===== config.mk =====
export PLATFORM = sky130hd
export DESIGN_NAME = alc_top
export DESIGN_NICKNAME = d
export VERILOG_FILES = /design/src/core/alc_pkg.sv /design/src/core/alc_channel.sv /design/src/core/alc_top.sv
export VERILOG_INCLUDE_DIRS = /design/src /design/src/core
export SDC_FILE = /design/constraint.sdc
export NUM_CORES = 1
export LEC_CHECK = 0
export BUFFER_PORTS_ARGS = -buffer_cell sky130_fd_sc_hd__buf_2
export CAP_MARGIN = 20
export CORE_ASPECT_RATIO = 0.75
export CORE_UTILIZATION = 55
export DETAILED_ROUTE_END_ITERATION = 10
export GPL_ROUTABILITY_DRIVEN = 1
export PLACE_DENSITY = 0.78
export SETUP_SLACK_MARGIN = 0.05
export SLEW_MARGIN = 20
export SYNTH_ARGS = -nofsm -noshare
export SYNTH_HDL_FRONTEND = slang
export SYNTH_SLANG_ARGS = --single-unit

===== constraint.sdc =====
create_clock -name i_clk -period 3.1 [get_ports i_clk]
set_input_delay 0.465 -clock i_clk [delete_from_list [all_inputs] [get_ports i_clk]]
set_output_delay 0.465 -clock i_clk [all_outputs]
set_load 0.1 [all_outputs]

===== src/core/alc_cfg.svh =====
// constants for the ambient light comparator configuration block
`ifndef ALC_CFG_SVH
`define ALC_CFG_SVH
// register offsets
`define ALC_ADDR_SENSOR_ONE 8'h1B
`define ALC_ADDR_SENSOR_TWO 8'h1C
// field positions
`define ALC_FILTER_HI 7
`define ALC_FILTER_LO 5
`define ALC_FORCE_BIT 4
`define ALC_DARK_RES_BIT 3
`define ALC_OFFICE_RES_BIT 2
`define ALC_DARK_EN_BIT 1
`define ALC_OFFICE_EN_BIT 0
// reset values
`define ALC_CFG_RESET 8'h00
`define ALC_RDATA_RESET 8'h00
// timing: shortest filter time and clock rate
`define ALC_FILTER_BASE_MS 80
`define ALC_CLK_KHZ 25000
`define ALC_FILTER_BASE_CYCLES (`ALC_FILTER_BASE_MS * `ALC_CLK_KHZ)
`endif


===== src/core/alc_pkg.sv =====
// types for the ambient light comparator configuration block
package alc_pkg;
  typedef enum logic [2:0] {
    ALC_MODE_DAYLIGHT = 3'b001,
    ALC_MODE_OFFICE = 3'b010,
    ALC_MODE_DARK = 3'b100
  } alc_mode_type;
  typedef enum logic [1:0] {
    ALC_ST_IDLE = 2'b01,
    ALC_ST_CONV = 2'b10
  } alc_state_type;
endpackage


===== src/core/alc_channel.sv =====
// one light sensor channel: comparators, filter window, conversion
`timescale 1ns/1ps
`include "alc_cfg.svh"
module alc_channel
  import alc_pkg::*;
#(
  parameter int unsigned BASE_CYCLES = `ALC_FILTER_BASE_CYCLES
) (
  input wire logic i_clk,
  input wire logic i_srst,
  input wire logic [7:0] i_light,
  input wire logic [7:0] i_office_threshold,
  input wire logic [7:0] i_office_hysteresis,
  input wire logic [7:0] i_dark_threshold,
  input wire logic [2:0] i_filter_time,
  input wire logic i_dark_enable,
  input wire logic i_office_enable,
  input wire logic i_run_continuous,
  input wire logic i_run_forced,
  output logic o_dark_result,
  output logic o_office_result,
  output logic o_done
);
  logic [7:0] light_meta_ff;
  logic [7:0] light_ff;
  logic office_raw_ff;
  logic dark_raw_ff;
  logic [1:0] raw_prev_ff;
  logic [1:0] committed_ff;
  logic [31:0] cnt_ff;
  alc_state_type state_ff;
  alc_state_type nxt_state;
  logic [31:0] nxt_cnt;
  logic nxt_done;

  // filter window length in cycles for a code
  function automatic logic [31:0] filter_cycles(input logic [2:0] code);
    filter_cycles = BASE_CYCLES << code;
  endfunction

  // comparator decisions on the synchronised input
  wire [8:0] office_release = {1'b0, i_office_threshold}
                              + {1'b0, i_office_hysteresis};
  wire office_below = light_ff < i_office_threshold;
  wire office_above = {1'b0, light_ff} > office_release;
  wire dark_below = light_ff < i_dark_threshold;
  wire [1:0] raw_now = {dark_raw_ff, office_raw_ff};
  wire [31:0] limit = filter_cycles(i_filter_time);
  wire start = i_run_continuous | i_run_forced;
  wire window_end = (state_ff == ALC_ST_CONV) && (cnt_ff == limit - 32'd1);

  // two-stage synchroniser and comparator state
  always_ff @(posedge i_clk) begin
    if (i_srst) begin
      light_meta_ff <= 8'h00;
      light_ff <= 8'h00;
      office_raw_ff <= 1'b0;
      dark_raw_ff <= 1'b0;
      raw_prev_ff <= 2'h0;
    end else begin
      light_meta_ff <= i_light;
      light_ff <= light_meta_ff;
      if (office_below) begin
        office_raw_ff <= 1'b1;
      end else if (office_above) begin
        office_raw_ff <= 1'b0;
      end
      dark_raw_ff <= dark_below;
      raw_prev_ff <= raw_now;
    end
  end

  // conversion sequencer: result commits after a stable window
  always_comb begin
    nxt_state = state_ff;
    nxt_cnt = cnt_ff;
    nxt_done = 1'b0;
    case (state_ff)
      ALC_ST_IDLE: begin
        nxt_cnt = 32'd0;
        if (start) begin
          nxt_state = ALC_ST_CONV;
        end
      end
      ALC_ST_CONV: begin
        if (!start) begin
          nxt_state = ALC_ST_IDLE;
        end else if (raw_now != raw_prev_ff) begin
          nxt_cnt = 32'd0;
        end else if (window_end) begin
          nxt_done = 1'b1;
          nxt_state = ALC_ST_IDLE;
        end else begin
          nxt_cnt = cnt_ff + 32'd1;
        end
      end
      default: begin
        nxt_state = ALC_ST_IDLE;
      end
    endcase
  end

  // state, window count, committed result and gated outputs
  always_ff @(posedge i_clk) begin
    if (i_srst) begin
      state_ff <= ALC_ST_IDLE;
      cnt_ff <= 32'd0;
      o_done <= 1'b0;
      committed_ff <= 2'h0;
      o_dark_result <= 1'b0;
      o_office_result <= 1'b0;
    end else begin
      state_ff <= nxt_state;
      cnt_ff <= nxt_cnt;
      o_done <= nxt_done;
      if (nxt_done) begin
        committed_ff <= raw_now;
      end
      o_dark_result <= i_dark_enable & committed_ff[1];
      o_office_result <= i_office_enable & committed_ff[0];
    end
  end

  property p_window_length;
    @(posedge i_clk) disable iff (i_srst)
    o_done |-> $past(cnt_ff) == $past(limit) - 32'd1;
  endproperty
  a_window_length: assert property (p_window_length)
    else $error("conversion ended before filter window");

  property p_office_release;
    @(posedge i_clk) disable iff (i_srst)
    office_above |=> !office_raw_ff;
  endproperty
  a_office_release: assert property (p_office_release)
    else $error("office comparator did not release above hysteresis");

  property p_dark_trip;
    @(posedge i_clk) disable iff (i_srst)
    dark_below |=> dark_raw_ff;
  endproperty
  a_dark_trip: assert property (p_dark_trip)
    else $error("dark comparator did not trip below threshold");

  property p_disabled_dark;
    @(posedge i_clk) disable iff (i_srst)
    !i_dark_enable |=> !o_dark_result;
  endproperty
  a_disabled_dark: assert property (p_disabled_dark)
    else $error("disabled dark comparator reported a result");
endmodule


===== src/core/alc_top.sv =====
// comparator configuration registers for two ambient light sensors
`timescale 1ns/1ps
`include "alc_cfg.svh"
// Notes on behaviour
// - sensor one filter code picks 80 ms doubled per step up to 10240 ms
// - sensor two filter code uses the same 80 ms doubling scale
// - sensor one force bit starts a conversion while backlight is off and sinks are running
// - sensor two force bit starts a conversion while backlight is off and sinks are running
// - force bit clears itself once results are valid
// - force requests are ignored while the backlight is enabled
// - sensor one bit 3 reads dark result, bit 2 office result
// - sensor two bit 3 reads dark result, bit 2 office result
// - sensor one bits 1 and 0 enable dark and office comparators
// - sensor two bits 1 and 0 enable dark and office comparators
// - dark result takes priority over office result
// - office trips below threshold, releases above threshold plus hysteresis
// - dark trips below the dark threshold
module alc_top
  import alc_pkg::*;
#(
  parameter int unsigned BASE_CYCLES = `ALC_FILTER_BASE_CYCLES
) (
  input wire logic i_clk,
  input wire logic i_srst,
  input wire logic [7:0] i_reg_addr,
  input wire logic i_reg_wr,
  input wire logic [7:0] i_reg_wdata,
  output logic [7:0] o_reg_rdata,
  input wire logic [7:0] i_first_light_input,
  input wire logic [7:0] i_second_light_input,
  input wire logic [7:0] i_office_threshold,
  input wire logic [7:0] i_office_hysteresis,
  input wire logic [7:0] i_dark_threshold,
  input wire logic i_backlight_enabled,
  input wire logic i_sinks_running,
  output alc_mode_type o_sensor_one_mode,
  output alc_mode_type o_sensor_two_mode
);
  logic [2:0] sensor_one_filter_time_ff;
  logic sensor_one_force_conversion_ff;
  logic sensor_one_dark_enable_ff;
  logic sensor_one_office_enable_ff;
  logic [2:0] sensor_two_filter_time_ff;
  logic sensor_two_force_conversion_ff;
  logic sensor_two_dark_enable_ff;
  logic sensor_two_office_enable_ff;
  logic sensor_one_dark_result;
  logic sensor_one_office_result;
  logic sensor_two_dark_result;
  logic sensor_two_office_result;
  logic one_done;
  logic two_done;

  // dark wins over office, otherwise daylight
  function automatic alc_mode_type mode_of(input logic dark,
                                           input logic office);
    if (dark) begin
      mode_of = ALC_MODE_DARK;
    end else if (office) begin
      mode_of = ALC_MODE_OFFICE;
    end else begin
      mode_of = ALC_MODE_DAYLIGHT;
    end
  endfunction

  // write decode and force request qualification
  wire wr_one = i_reg_wr && (i_reg_addr == `ALC_ADDR_SENSOR_ONE);
  wire wr_two = i_reg_wr && (i_reg_addr == `ALC_ADDR_SENSOR_TWO);
  wire force_ok = !i_backlight_enabled;
  wire set_one = wr_one && i_reg_wdata[`ALC_FORCE_BIT] && force_ok;
  wire set_two = wr_two && i_reg_wdata[`ALC_FORCE_BIT] && force_ok;
  wire nxt_force_one = set_one | (sensor_one_force_conversion_ff & !one_done);
  wire nxt_force_two = set_two | (sensor_two_force_conversion_ff & !two_done);
  wire run_one = sensor_one_force_conversion_ff & force_ok & i_sinks_running;
  wire run_two = sensor_two_force_conversion_ff & force_ok & i_sinks_running;

  // read-back images; result bits come only from the channels
  wire [7:0] image_one = {sensor_one_filter_time_ff,
                          sensor_one_force_conversion_ff,
                          sensor_one_dark_result,
                          sensor_one_office_result,
                          sensor_one_dark_enable_ff,
                          sensor_one_office_enable_ff};
  wire [7:0] image_two = {sensor_two_filter_time_ff,
                          sensor_two_force_conversion_ff,
                          sensor_two_dark_result,
                          sensor_two_office_result,
                          sensor_two_dark_enable_ff,
                          sensor_two_office_enable_ff};
  wire [7:0] nxt_rdata = (i_reg_addr == `ALC_ADDR_SENSOR_ONE) ? image_one :
                         (i_reg_addr == `ALC_ADDR_SENSOR_TWO) ? image_two :
                         8'h00;

  // sensor one writable fields; set of force wins over self-clear
  always_ff @(posedge i_clk) begin
    if (i_srst) begin
      sensor_one_filter_time_ff <= 3'h0;
      sensor_one_dark_enable_ff <= 1'b0;
      sensor_one_office_enable_ff <= 1'b0;
      sensor_one_force_conversion_ff <= 1'b0;
    end else begin
      if (wr_one) begin
        sensor_one_filter_time_ff <=
          i_reg_wdata[`ALC_FILTER_HI:`ALC_FILTER_LO];
        sensor_one_dark_enable_ff <= i_reg_wdata[`ALC_DARK_EN_BIT];
        sensor_one_office_enable_ff <= i_reg_wdata[`ALC_OFFICE_EN_BIT];
      end
      sensor_one_force_conversion_ff <= nxt_force_one;
    end
  end

  // sensor two writable fields
  always_ff @(posedge i_clk) begin
    if (i_srst) begin
      sensor_two_filter_time_ff <= 3'h0;
      sensor_two_dark_enable_ff <= 1'b0;
      sensor_two_office_enable_ff <= 1'b0;
      sensor_two_force_conversion_ff <= 1'b0;
    end else begin
      if (wr_two) begin
        sensor_two_filter_time_ff <=
          i_reg_wdata[`ALC_FILTER_HI:`ALC_FILTER_LO];
        sensor_two_dark_enable_ff <= i_reg_wdata[`ALC_DARK_EN_BIT];
        sensor_two_office_enable_ff <= i_reg_wdata[`ALC_OFFICE_EN_BIT];
      end
      sensor_two_force_conversion_ff <= nxt_force_two;
    end
  end

  // registered read data and backlight mode outputs
  always_ff @(posedge i_clk) begin
    if (i_srst) begin
      o_reg_rdata <= `ALC_RDATA_RESET;
      o_sensor_one_mode <= ALC_MODE_DAYLIGHT;
      o_sensor_two_mode <= ALC_MODE_DAYLIGHT;
    end else begin
      o_reg_rdata <= nxt_rdata;
      o_sensor_one_mode <= mode_of(sensor_one_dark_result,
                                   sensor_one_office_result);
      o_sensor_two_mode <= mode_of(sensor_two_dark_result,
                                   sensor_two_office_result);
    end
  end

  // sensor one channel
  alc_channel #(.BASE_CYCLES(BASE_CYCLES)) u_one (
    .i_clk(i_clk),
    .i_srst(i_srst),
    .i_light(i_first_light_input),
    .i_office_threshold(i_office_threshold),
    .i_office_hysteresis(i_office_hysteresis),
    .i_dark_threshold(i_dark_threshold),
    .i_filter_time(sensor_one_filter_time_ff),
    .i_dark_enable(sensor_one_dark_enable_ff),
    .i_office_enable(sensor_one_office_enable_ff),
    .i_run_continuous(i_backlight_enabled),
    .i_run_forced(run_one),
    .o_dark_result(sensor_one_dark_result),
    .o_office_result(sensor_one_office_result),
    .o_done(one_done)
  );

  // sensor two channel
  alc_channel #(.BASE_CYCLES(BASE_CYCLES)) u_two (
    .i_clk(i_clk),
    .i_srst(i_srst),
    .i_light(i_second_light_input),
    .i_office_threshold(i_office_threshold),
    .i_office_hysteresis(i_office_hysteresis),
    .i_dark_threshold(i_dark_threshold),
    .i_filter_time(sensor_two_filter_time_ff),
    .i_dark_enable(sensor_two_dark_enable_ff),
    .i_office_enable(sensor_two_office_enable_ff),
    .i_run_continuous(i_backlight_enabled),
    .i_run_forced(run_two),
    .o_dark_result(sensor_two_dark_result),
    .o_office_result(sensor_two_office_result),
    .o_done(two_done)
  );

  property p_force_ignored;
    @(posedge i_clk) disable iff (i_srst)
    (i_backlight_enabled && !sensor_one_force_conversion_ff && wr_one)
      |=> !sensor_one_force_conversion_ff;
  endproperty
  a_force_ignored: assert property (p_force_ignored)
    else $error("force accepted while backlight enabled");

  property p_force_set_one;
    @(posedge i_clk) disable iff (i_srst)
    (wr_one && i_reg_wdata[`ALC_FORCE_BIT] && !i_backlight_enabled)
      |=> sensor_one_force_conversion_ff;
  endproperty
  a_force_set_one: assert property (p_force_set_one)
    else $error("sensor one force bit not set");

  property p_force_set_two;
    @(posedge i_clk) disable iff (i_srst)
    (wr_two && i_reg_wdata[`ALC_FORCE_BIT] && !i_backlight_enabled)
      |=> sensor_two_force_conversion_ff;
  endproperty
  a_force_set_two: assert property (p_force_set_two)
    else $error("sensor two force bit not set");

  property p_force_clear;
    @(posedge i_clk) disable iff (i_srst)
    (one_done && !set_one) |=> !sensor_one_force_conversion_ff;
  endproperty
  a_force_clear: assert property (p_force_clear)
    else $error("force bit not cleared after conversion");

  property p_readback_one;
    @(posedge i_clk) disable iff (i_srst)
    (i_reg_addr == `ALC_ADDR_SENSOR_ONE) |=>
      o_reg_rdata[3:2] == $past({sensor_one_dark_result,
                                 sensor_one_office_result});
  endproperty
  a_readback_one: assert property (p_readback_one)
    else $error("sensor one result bits read back wrong");

  property p_readback_two;
    @(posedge i_clk) disable iff (i_srst)
    (i_reg_addr == `ALC_ADDR_SENSOR_TWO) |=>
      o_reg_rdata[3:2] == $past({sensor_two_dark_result,
                                 sensor_two_office_result});
  endproperty
  a_readback_two: assert property (p_readback_two)
    else $error("sensor two result bits read back wrong");

  property p_dark_priority;
    @(posedge i_clk) disable iff (i_srst)
    (sensor_one_dark_result && sensor_one_office_result)
      |=> o_sensor_one_mode == ALC_MODE_DARK;
  endproperty
  a_dark_priority: assert property (p_dark_priority)
    else $error("office result overrode dark result");

  property p_result_readonly;
    @(posedge i_clk) disable iff (i_srst)
    (wr_one && sensor_one_dark_enable_ff && !one_done && !$past(one_done))
      |=> $stable(sensor_one_dark_result) || !sensor_one_dark_enable_ff;
  endproperty
  a_result_readonly: assert property (p_result_readonly)
    else $error("host write changed a result bit");

  property p_enable_two;
    @(posedge i_clk) disable iff (i_srst)
    !sensor_two_office_enable_ff |=> !sensor_two_office_result;
  endproperty
  a_enable_two: assert property (p_enable_two)
    else $error("disabled office comparator reported a result");
endmodule


**After elaboration in Yosys (flattened, before gate mapping)**

Index checks and enable logic that the tools add are counted.

- Register bits: 144
- Output and inout bits: 14
- Input port bits: 61

- Reductions and logical operators: 21
- Bitwise operators: 14
- Eq/ne operators: 20
- Add/subtract/negate cells: 5
- Shifts and indexed selects: 2
- Multiplexer cells: 36
- $lt $le $gt $ge: 6

Operators with widths:

| cell | count |
|---|---|
| $mux 32 | 6 |
| $pmux 32 s2 | 2 |
| $add 32x1->32 const B | 2 |
| $eq 32x32->1 | 2 |
| $shl 21x3->32 const A | 2 |
| $sub 32x1->32 const B | 2 |
| $lt 8x8->1 | 4 |
| $mux 2 | 10 |
| $gt 8x9->1 | 2 |
| $ne 3x3->1 const B | 6 |
| $eq 8x5->1 const B | 2 |
| $mux 8 | 2 |
| $mux 1 | 12 |
| $reduce_and 3->1 | 4 |
| $and 1x1->1 | 10 |
| $add 8x8->9 | 1 |
| $logic_and 1x1->1 | 8 |
| $ne 2x1->1 const B | 4 |
| $pmux 2 s2 | 2 |
| $reduce_bool 2->1 | 4 |
| $mux 3 | 2 |
| $eq 2x1->1 const B | 2 |
| $eq 2x2->1 const B | 2 |
| $ne 2x2->1 | 2 |
| other kinds (3) | 9 |

**Depth between registers and ports, before layout**

Gate-level depths: netlist (run 1).

- Word-level depth: 8
- Mapped depth: 14

**Hierarchy**

From an unflattened synthesis (run 1), not the netlist that was laid out.

- Cell total of the unflattened synthesis: 1,216
- Area, all modules: 9,957.0 um2

Modules (own cells, without submodules):

| module | cells each | area each (um2) | instances | sequential area each (um2) |
|---|---|---|---|---|
| alc_channel (u_one) | 569 | 4,524.3 | 1 | 1,181.1 |
| alc_channel (u_two) | 554 | 4,410.5 | 1 | 1,181.1 |
| alc_top | 93 | 1,022.2 | 1 | 520.5 |

**Worst setup path after synthesis (run 1)**

No wires, ideal clock.

- Path type: reg-to-reg
- Start point: reg sensor_one_filter_time_ff[0]
- End point: reg u_one.cnt_ff[10]
- Slack: 0.023 ns
- Library setup time: 0.122 ns
- Path buffers: 3
- Clock period less this slack: 3.077 ns
- Cell stages (with the launch flop): 14
- Data arrival time: 2.955 ns
- Cell sequence: dfxtp_1 -> buf_2 -> inv_1 -> ha_1 -> buf_2 -> or4b_1 -> o41ai_2 -> a221oi_2 -> xnor2_1 -> nor3_2 -> and3_1 -> buf_4 -> nor3_4 -> a221o_1

- Word-level cells in the longest chain between the ends: 6

Ends and longest elaborated chain:

| element | RTL line | RTL |
|---|---|---|
| start: declaration | alc_top.sv:39 | `logic [2:0] sensor_one_filter_time_ff;` |
| start signal: assignment | alc_top.sv:103 | `sensor_one_filter_time_ff <=` |
| $shl 21x3->32 | alc_channel.sv:38 | `filter_cycles = BASE_CYCLES << code;` |
| $sub 32x1->32 | alc_channel.sv:50 | `wire window_end = (state_ff == ALC_ST_CONV) && (cnt_ff == limit - 32'd1);` |
| $eq 32x32->1 | alc_channel.sv:50 |  |
| $logic_and 1x1->1 | alc_channel.sv:50 |  |
| $ne 3x3->1 (no line) | - |  |
| $reduce_and 3->1 (no line) | - |  |
| end signal: assignment | alc_channel.sv:114 | `cnt_ff <= nxt_cnt;` |
| end: declaration | alc_channel.sv:30 | `logic [31:0] cnt_ff;` |

No other way between the ends.
A chain may end at the register's enable or synchronous reset.

**Final worst setup path (run 1)**

- Start point: reg sensor_one_filter_time_ff[1]
- End point: reg u_one.cnt_ff[8]

The elaborated chain is that of the path after synthesis.

==> results.toml, run 1 <==
[floorplan]
initial_core_util = 0.567
placement_rows = 41
die_area_um2 = 18000
io-pin-count = 75
fp.dieW_um = 155
die_height_um = 117
core_um2 = 17000

[clocking]
cts_max_path_buffers = 2
clock-root-buffer = "clkbuf_16"
cts-buffers-inserted = 17
cts_tree = "yes"
h-tree-depth = 4
clkSlewWorstSetupHoldPaths_ns = 0.07
clock_latency_ns = 0.44
cts.sinks = 144

[timing]
fin_worst_skew_ns = 0.0126
period_minus_slack_ns = 3.06
max_slew.worst_pin.slew_ns = 0.947
drv_slew = 0
setup_tns_ns = 0
slew_headroom = 0.366
fmax_mhz = 326
post-route-period-util = 0.988
hold_violations = 0
finalSetupViolations = 0
rsz0062_at_grt = "true"

[global_routing]
grt-busiest-layer = "met1"
globalRouteMet3Util = 0.0542
grt_max_degree = 35
grt_overflow = 0
antenna_found_initial = 0
track_usage = 0.279
grt_pass1_wl_mm = 40.2
grtUsageMet1 = 0.414
use_met2 = 0.407
grt_pass1_vias = 8010

[setup_path]
cp.required_ns = 3.42
path_delay_family = "simple AND/OR/NAND/NOR gates"
cp_max_fo = 11
end_kind = "flop"
cpPeakStageDelay_ns = 0.37
cp_data_arrival_time_ns = 3.39
crit_buf_inv = 3
reg2regPathDepth = 12
crit_path_start_kind = "flop"
critical_path_depth = 12
cp_slowest_cell = "dfxtp_4"
path_cells = "buf_6 > ha_2 > buf_4 > o31a_1 > o21ai_0 > xnor2_1 > nand4bb_1 > nor4b_1 > and3_2 > buf_4 > nor4b_1 > a211o_1"
crit_type = "reg -> reg"

[power_and_ir_drop]
power_density_nw_per_um2 = 441
p_total_mw = 4.89
ir_worst_vdd_mv = 0.379
cellLeakagePower_nw = 4.69

[layout]
area_growth_syn_to_layout_pct = 15.4
nets = 1348
num_antenna_cells = 0
drive_above_1_share = 0.189
final_util = 0.654
multi_input_area_um2 = 6280
regArea_um2 = 2890
fill_cells = 1375
final_cells = 1463
post-route-cell-area_um2 = 11100

[routing]
drt-initial-drc-count = 981
ant_nets = 0
via_per_inst = 6.14
routedWlPerCell_um = 17.3
dr.pass1.iters = 5
vias = 8979
finalWirelength_mm = 25.3
route.detailed.drc = 0

[yosys]
ys_seq_elements = 144
synthCells = 1145
ys.flop_type = "dfxtp_1"
synthTopCellsByArea = "dfxtp_1 (30%), ha_1 (9.4%), nor2b_1 (3.8%)"
syn-cell-area_um2 = 9620
avgSynthCellArea_um2 = 8.40
yosysTopAreaCell = "dfxtp_1"
synth_edf_count = 0
async_reset_ff_frac = 0
synthDominantCellAreaShare = 0.300
ys_warn_count = 0
syn_nets = 1279
yosysUniqueCellTypes = 95
synth-seq-area-share = 0.300

[job]
max_cap_violations = 0

[place]
io_buffers = 72
gp_congestion = 0.973
dp_hpwl_mm = 18.2
dp.cells = 1428
dpl-instance-area_um2 = 10300

[hold_path]
hold_class = "in -> reg"
worstHoldPathCells = 2

[status]
status = "complete, no violations"
## cells in the final DEF, fill, tap and decap left out, drive strengths merged, types with 9 or more instances in the layout
| cell | instances |
|---|---|
| mux2i | 12 |
| nand3 | 48 |
| buf | 127 |
| o21ai | 51 |
| xor2 | 17 |
| nor2 | 83 |
| nor3 | 25 |
| a211oi | 9 |
| ha | 72 |
| nand2 | 74 |
| clkbuf | 18 |
| a31oi | 11 |
| nor2b | 58 |
| nand2b | 14 |
| a21o | 22 |
| inv | 55 |
| xnor2 | 33 |
| and3 | 31 |
| nor4 | 20 |
| nand4 | 15 |
| o31ai | 21 |
| and2 | 12 |
| o211ai | 14 |
| o311ai | 31 |
| dfxtp | 144 |
| a21oi | 61 |
## cells by family after synthesis
group,count (synthesis),share of synthesized area
and+or+nand+nor,439,0.253
muxes,16,0.0179
adders and majority gates,73,0.0957
xor gates and xnor gates,52,0.0502
buffers and inverters,128,0.0649
DFF,144,0.300
AOI/OAI and AO/OA,293,0.218
## routing by layer
metal  vias to the layer above  share of wire  routed length, um
met3                        22          0.070               1770
met5                         -              0                  0
met2                       325           0.43              10800
met1                      4291           0.50              12500
met4                         0         0.0095                241
li1                       4341              -                  -
## worst register-to-register path, stage by stage, from the launching register on
cell       delay (ns)
dfxtp_4          0.37
buf_6            0.13
ha_2             0.18
buf_4            0.18
o31a_1           0.24
o21ai_0          0.25
xnor2_1          0.24
nand4bb_1        0.17
nor4b_1          0.36
and3_2           0.34
buf_4            0.18
nor4b_1          0.06
a211o_1          0.26
## final timing paths
check        slack, ns                                       from                                end
max               0.04  sensor_one_filter_time_ff[1]$_SDFFE_PP0P_       u_one.cnt_ff[8]$_SDFFE_PP0P_
min               0.24                    i_second_light_input[2]  u_two.light_meta_ff[2]$_SDFF_PP0_
max reg2reg       0.04  sensor_one_filter_time_ff[1]$_SDFFE_PP0P_       u_one.cnt_ff[8]$_SDFFE_PP0P_
min reg2reg       0.43          u_one.light_meta_ff[4]$_SDFF_PP0_       u_one.light_ff[4]$_SDFF_PP0_
## layout make-up
class                           count  share of cell area
Clock buffer                       17              0.0383
Clock inverter                     15              0.0172
Inverter                           50              0.0174
Multi-Input combinational cell    873               0.565
Sequential cell                   144               0.260
Tap cell                          236              0.0266
Timing Repair Buffer              128              0.0748
## registers in the layout, indices dropped and copies added, names as in the netlist, 2 cells and up
name                       cells
u_two.light_meta_ff            8
o_sensor_one_mode              3
u_one.cnt_ff                  32
u_one.committed_ff             2
u_two.state_ff                 2
u_one.state_ff                 2
u_one.light_ff                 8
u_one.raw_prev_ff              2
sensor_two_filter_time_ff      3
u_two.raw_prev_ff              2
u_two.light_ff                 8
o_sensor_two_mode              3
u_two.committed_ff             2
u_two.cnt_ff                  32
u_one.light_meta_ff            8
o_reg_rdata                    8
sensor_one_filter_time_ff      3
## Yosys cell counts (7+ instances only)
cell	count
or2_2	7
a22oi_1	8
a31oi_1	11
and2_1	11
nand3_1	48
or3_1	8
dfxtp_1	144
inv_1	50
a21oi_1	59
nand4_1	14
a211oi_1	9
nand3b_1	7
xor2_1	17
ha_1	72
nor2b_1	58
o311ai_0	7
nor3_1	22
mux2i_1	12
nor2_1	82
o21ai_0	47
o31ai_1	18
nor4_1	16
xnor2_1	33
buf_2	18
nand2b_1	14
buf_6	10
o311ai_1	22
and3_1	31
o211ai_1	14
clkbuf_1	38
a21o_1	21
nand2_1	73
a221o_1	8
## power breakdown
group	internal [mW]	switching [mW]
Combinational	0.341	0.539
Clock	1.09	0.987
Sequential	1.90	0.0325
Total	3.33	1.56
## per-stage QoR
step	hold slack, ns	setup slack, ns
2_1_floorplan	0.407	0.0692
4_1_cts	0.237	0.0653
3_5_place_dp	0.422	-0.0451
3_3_place_gp	0.425	0.0898
5_1_grt	0.254	-0.00267
6_report	0.245	0.0359
## timing repair
action | in CTS | in global routing
endpoints found under the setup margin | 2 | 65
hold buffers | 0 | 0
cloned | 0 | 1
resized for setup | 2 | 45
pin swaps | 0 | 14
buffers inserted | 0 | 2
(Power assumes the default switching activity.)
==> run 2: changes to the inputs <==
--- a/config.mk
+++ b/config.mk
@@ -6,7 +6,7 @@
 export SDC_FILE = /design/constraint.sdc
 export NUM_CORES = 1
 export LEC_CHECK = 0
-export BUFFER_PORTS_ARGS = -buffer_cell sky130_fd_sc_hd__buf_2
+export BUFFER_PORTS_ARGS = -buffer_cell sky130_fd_sc_hd__buf_4
 export CAP_MARGIN = 20
 export CORE_ASPECT_RATIO = 0.75
 export CORE_UTILIZATION = 55
==> results.toml, run 2 (same netlist as run 1, synthesis figures left out) <==
[timing]
fmax_mhz = 339
timing.final.ws_setup_ns = 0.148
hold_violations = 0
finalSetupViolations = 0
drv_slew = 0
post-route-period-util = 0.952
period_minus_slack_ns = 2.95
hold_slack_ns = 0.242
fin_worst_skew_ns = 0.0112
max_slew.worst_pin.slew_ns = 0.946
rsz0062_at_grt = "false"
slew_headroom = 0.367

[routing]
finalWirelength_mm = 25.5
top_layer = "met4"
via_per_inst = 6.16
ant_nets = 0
routed-wl-met2_mm = 10.4
route.detailed.drc = 0
routedWlPerCell_um = 17.5
route.met3.wl_mm = 2.36
vias = 8967
m1WireLength_mm = 12.3
dr.pass1.iters = 6
drt-initial-drc-count = 941

[clocking]
cts-buffers-inserted = 17
cts_tree = "yes"
cts_max_path_buffers = 2
h-tree-depth = 4
clkSlewWorstSetupHoldPaths_ns = 0.07
clock_latency_ns = 0.43
cts_hold_buf = 0
clock-root-buffer = "clkbuf_16"
cts.sinks = 144

[setup_path]
crit_path_start_kind = "flop"
path_common_cell = "buf_4"
path_cells = "buf_4 > ha_1 > buf_4 > mux2i_1 > xnor2_1 > a2111oi_0 > a21oi_1 > nor3_2 > buf_4 > and4_2 > nor4bb_1 > o221a_2"
end_kind = "flop"
critPathLaunch = "sensor_one_filter_time_ff[0]$_SDFFE_PP0P_"
crit_type = "reg -> reg"
cp.required_ns = 3.43
cp_data_arrival_time_ns = 3.28
crit_buf_inv = 3
cpPeakStageDelay_ns = 0.39
cp_max_fo = 9
cp_slowest_cell = "dfxtp_1"
path_delay_family = "simple AND/OR/NAND/NOR gates"
r2r_start = "sensor_one_filter_time_ff[0]$_SDFFE_PP0P_"

[power_and_ir_drop]
ir_worst_vdd_mv = 0.315
cellLeakagePower_nw = 4.67
p_total_mw = 4.86
power_density_nw_per_um2 = 436

[place]
io_buffers = 72
pre_cts_slack_ns = -0.00866
dp_hpwl_mm = 18.5
gp_congestion = 0.931

[global_routing]
grt_pass1_vias = 7999
antenna_found_initial = 0
grt_pass1_wl_mm = 40.4
grt_overflow = 0
grt_max_degree = 50
track_usage = 0.284

[hold_path]
min_from = "i_first_light_input[0]"
hold_class = "in -> reg"

[floorplan]
placement_rows = 41
io-pin-count = 75
core_um2 = 17000
initial_core_util = 0.567
die_height_um = 117
die_area_um2 = 18000
fp.dieW_um = 155

[layout]
layout_commonest_cell = "dfxtp_1"
final_util = 0.656
final_cell_mix = "dfxtp_1 (142), buf_4 (117), nor2_1 (80), nand2_1 (73), ha_1 (67)"
area_growth_syn_to_layout_pct = 15.7
drive_above_1_share = 0.180
fill_cells = 1431
nets = 1341
num_antenna_cells = 0
top_regs = "u_one.cnt_ff x32, u_two.cnt_ff x32"

[job]
max_cap_violations = 0

[status]
status = "complete, no violations"
[run 2: worst register-to-register path, stage by stage, from the launching register on]
cell and delay [ns]:
dfxtp_1 0.39, buf_4 0.18, ha_1 0.37, buf_4 0.21
mux2i_1 0.08, xnor2_1 0.12, a2111oi_0 0.30, a21oi_1 0.10
nor3_2 0.29, buf_4 0.17, and4_2 0.31, nor4bb_1 0.08
o221a_2 0.25
[run 2: path summary, 6_finish.rpt]
check                           cells past startpoint                                 to  slack, ns
worst max-delay path                               12      u_one.cnt_ff[14]$_SDFFE_PP0P_       0.15
worst max register to register                     12      u_one.cnt_ff[14]$_SDFFE_PP0P_       0.15
worst min register to register                      1       u_two.light_ff[6]$_SDFF_PP0_       0.43
worst min-delay path                                2  u_one.light_meta_ff[0]$_SDFF_PP0_       0.24
[run 2: area by class of cell]
type / instances / area, um^2 / area share
timing repair buffer: 121 / 950 / 0.0853
clock buffer: 17 / 425 / 0.0382
inverter: 50 / 188 / 0.0169
tap: 236 / 295 / 0.0265
sequential: 144 / 2890 / 0.259
multi-input combinational: 873 / 6220 / 0.559
clock inverter: 15 / 173 / 0.0155
[run 2: layer usage]
layer  GRT usage  up-vias
met2       0.418      419
met1       0.409     4173
met3      0.0716       39
met5           0        -
met4      0.0825        0
li1            -     4336
[run 2: through the flow]
stage	cells	setup TNS [ns]	cell area, um^2
finish	1456	0	11100
floorplan	1145	0	9630
global placement	1423	0	10400
detailed placement	1423	-0.00866	10400
global route	1456	0	11100
CTS	1455	0	11000
[run 2: timing repair]
| item | CTS | global route |
|---|---|---|
| gates resized for setup | 6 | 26 |
| setup endpoints to repair | 32 | 65 |
| pin swaps | 0 | 4 |
| buffers inserted | 0 | 1 |
[run 2: report_power, final]
group	leakage [nW]	internal (mW)	total [mW]	switching [mW]
logic	3.20	0.323	0.842	0.519
registers	1.17	1.90	1.93	0.0323
clock network	0.292	1.15	2.08	0.935
==> run 3: changes to the inputs <==
--- a/config.mk
+++ b/config.mk
@@ -13,7 +13,7 @@
 export DETAILED_ROUTE_END_ITERATION = 10
 export GPL_ROUTABILITY_DRIVEN = 1
 export PLACE_DENSITY = 0.78
-export SETUP_SLACK_MARGIN = 0.05
+export RECOVER_POWER = 100
 export SLEW_MARGIN = 20
 export SYNTH_ARGS = -nofsm -noshare
 export SYNTH_HDL_FRONTEND = slang
==> results.toml, run 3 (same netlist as run 1, synthesis figures left out) <==
[clocking]
cts_hold_buf = 0
clock_latency_ns = 0.43
cts-buffers-inserted = 17
cts.sinks = 144
clock-root-buffer = "clkbuf_16"
cts_max_path_buffers = 2
post-cts-setup-buffers = 0
clkSlewWorstSetupHoldPaths_ns = 0.07
cts_tree = "yes"
h-tree-depth = 4
cts-resized-gates = 0

[layout]
nets = 1340
final_cells = 1455
fill_cells = 1428
area_growth_syn_to_layout_pct = 14.9
num_antenna_cells = 0
drive_above_1_share = 0.163
top_regs = "u_one.cnt_ff x32, u_two.cnt_ff x32"
final_cell_mix = "dfxtp_1 (141), buf_4 (98), nor2_1 (81), nand2_1 (73), ha_1 (65)"
layout_commonest_cell = "dfxtp_1"

[floorplan]
fp.dieW_um = 155
die_area_um2 = 18000
initial_core_util = 0.567
placement_rows = 41
core_um2 = 17000
die_height_um = 117
io-pin-count = 75

[hold_path]
hold_class = "in -> reg"

[timing]
finalSetupViolations = 0
timing.final.ws_setup_ns = 0.0913
hold_violations = 0
drv_slew = 0
setup_tns_ns = 0
max_slew.worst_pin.slew_ns = 1.24
fmax_mhz = 332
post-route-period-util = 0.971
slew_headroom = 0.177
fin_worst_skew_ns = 0.00848
period_minus_slack_ns = 3.01

[job]
max_cap_violations = 0

[power_and_ir_drop]
cellLeakagePower_nw = 4.58
power_density_nw_per_um2 = 438
ir_worst_vdd_mv = 0.301
p_total_mw = 4.84

[routing]
via_per_inst = 6.13
ant_nets = 0
dr.pass1.iters = 5
finalWirelength_mm = 25.4
route.detailed.drc = 0
routedWlPerCell_um = 17.4
vias = 8925
drt-initial-drc-count = 899

[place]
gp_congestion = 0.975
io_buffers = 72
dp.cells = 1423
pre_cts_slack_ns = 0.00705
dp_hpwl_mm = 18.3

[global_routing]
track_usage = 0.289
grt_overflow = 0
grt_pass1_wl_mm = 41.4
grt_max_degree = 67
grt_pass1_vias = 8122
antenna_found_initial = 0

[setup_path]
crit_path_start_kind = "flop"
ff2ff_setup_slack_ns = 0.09
cp_data_arrival_time_ns = 3.33
cp_max_fo = 7
crit_type = "reg -> reg"
cp.required_ns = 3.42
end_kind = "flop"

[status]
status = "complete, no violations"
## run 3: cell count changes in the layout (fill, tap and decap cells not counted), moves of 2 or more
| cell | change |
|---|---|
| nor4_1 | +3 |
| o21ai_0 | +3 |
| buf_4 | -19 |
| a2111oi_1 | -2 |
| clkbuf_1 | +18 |
| nor4_2 | -3 |
| clkinv_4 | +2 |
| ha_1 | -2 |
| o21ai_1 | -3 |
## run 3: stage by stage
stage | hold WS [ns] | instance area [um^2] | util
3_5_place_dp | 0.424 | 10400 | 0.614
2_1_floorplan | 0.407 | 9620 | -
3_3_place_gp | 0.420 | 10400 | 0.614
5_1_grt | 0.236 | 11100 | 0.651
4_1_cts | 0.238 | 11000 | 0.649
6_report | 0.242 | 11100 | 0.651
## run 3: layout make-up
cell class | count | area, um^2 | area share
multi-input cells | 873 | 6210 | 0.562
flip-flops and latches | 144 | 2890 | 0.261
repair buffers | 120 | 871 | 0.0788
clock buffers | 17 | 425 | 0.0385
well taps | 236 | 295 | 0.0267
inverters | 50 | 188 | 0.0170
clock inverters | 15 | 179 | 0.0162
## run 3: metal layers
layer / vias to the layer above / part of all wire / track usage
li1: 4329 / - / -
met1: 4191 / 0.48 / 0.427
met2: 378 / 0.42 / 0.421
met3: 27 / 0.091 / 0.0709
met4: 0 / 0.0095 / 0.0667
met5: - / 0 / 0
## run 3: path summary, 6_finish.rpt
kind,startpoint,endpoint,cells past startpoint
max reg2reg,sensor_two_filter_time_ff[0]$_SDFFE_PP0P_,u_two.committed_ff[1]$_SDFFE_PP0P_,9
min reg2reg,u_one.light_meta_ff[3]$_SDFF_PP0_,u_one.light_ff[3]$_SDFF_PP0_,1
min,i_first_light_input[2],u_one.light_meta_ff[2]$_SDFF_PP0_,2
max,sensor_two_filter_time_ff[0]$_SDFFE_PP0P_,u_two.committed_ff[1]$_SDFFE_PP0P_,9
## run 3: worst max-delay path, stage by stage, from the launching register on
cell       delay [ns]
dfxtp_2          0.37
inv_1            0.10
ha_1             0.33
or2_4            0.32
nor4_2           0.39
o2111ai_1        0.22
nor4_2           0.35
and4_2           0.37
nand2_1          0.14
mux2_4           0.31
## run 3: where the power goes
part / switching (mW) / leakage (nW) / internal [mW]
Sequential: 0.0312 / 1.17 / 1.90
Combinational: 0.514 / 3.12 / 0.331
Clock: 0.919 / 0.296 / 1.15
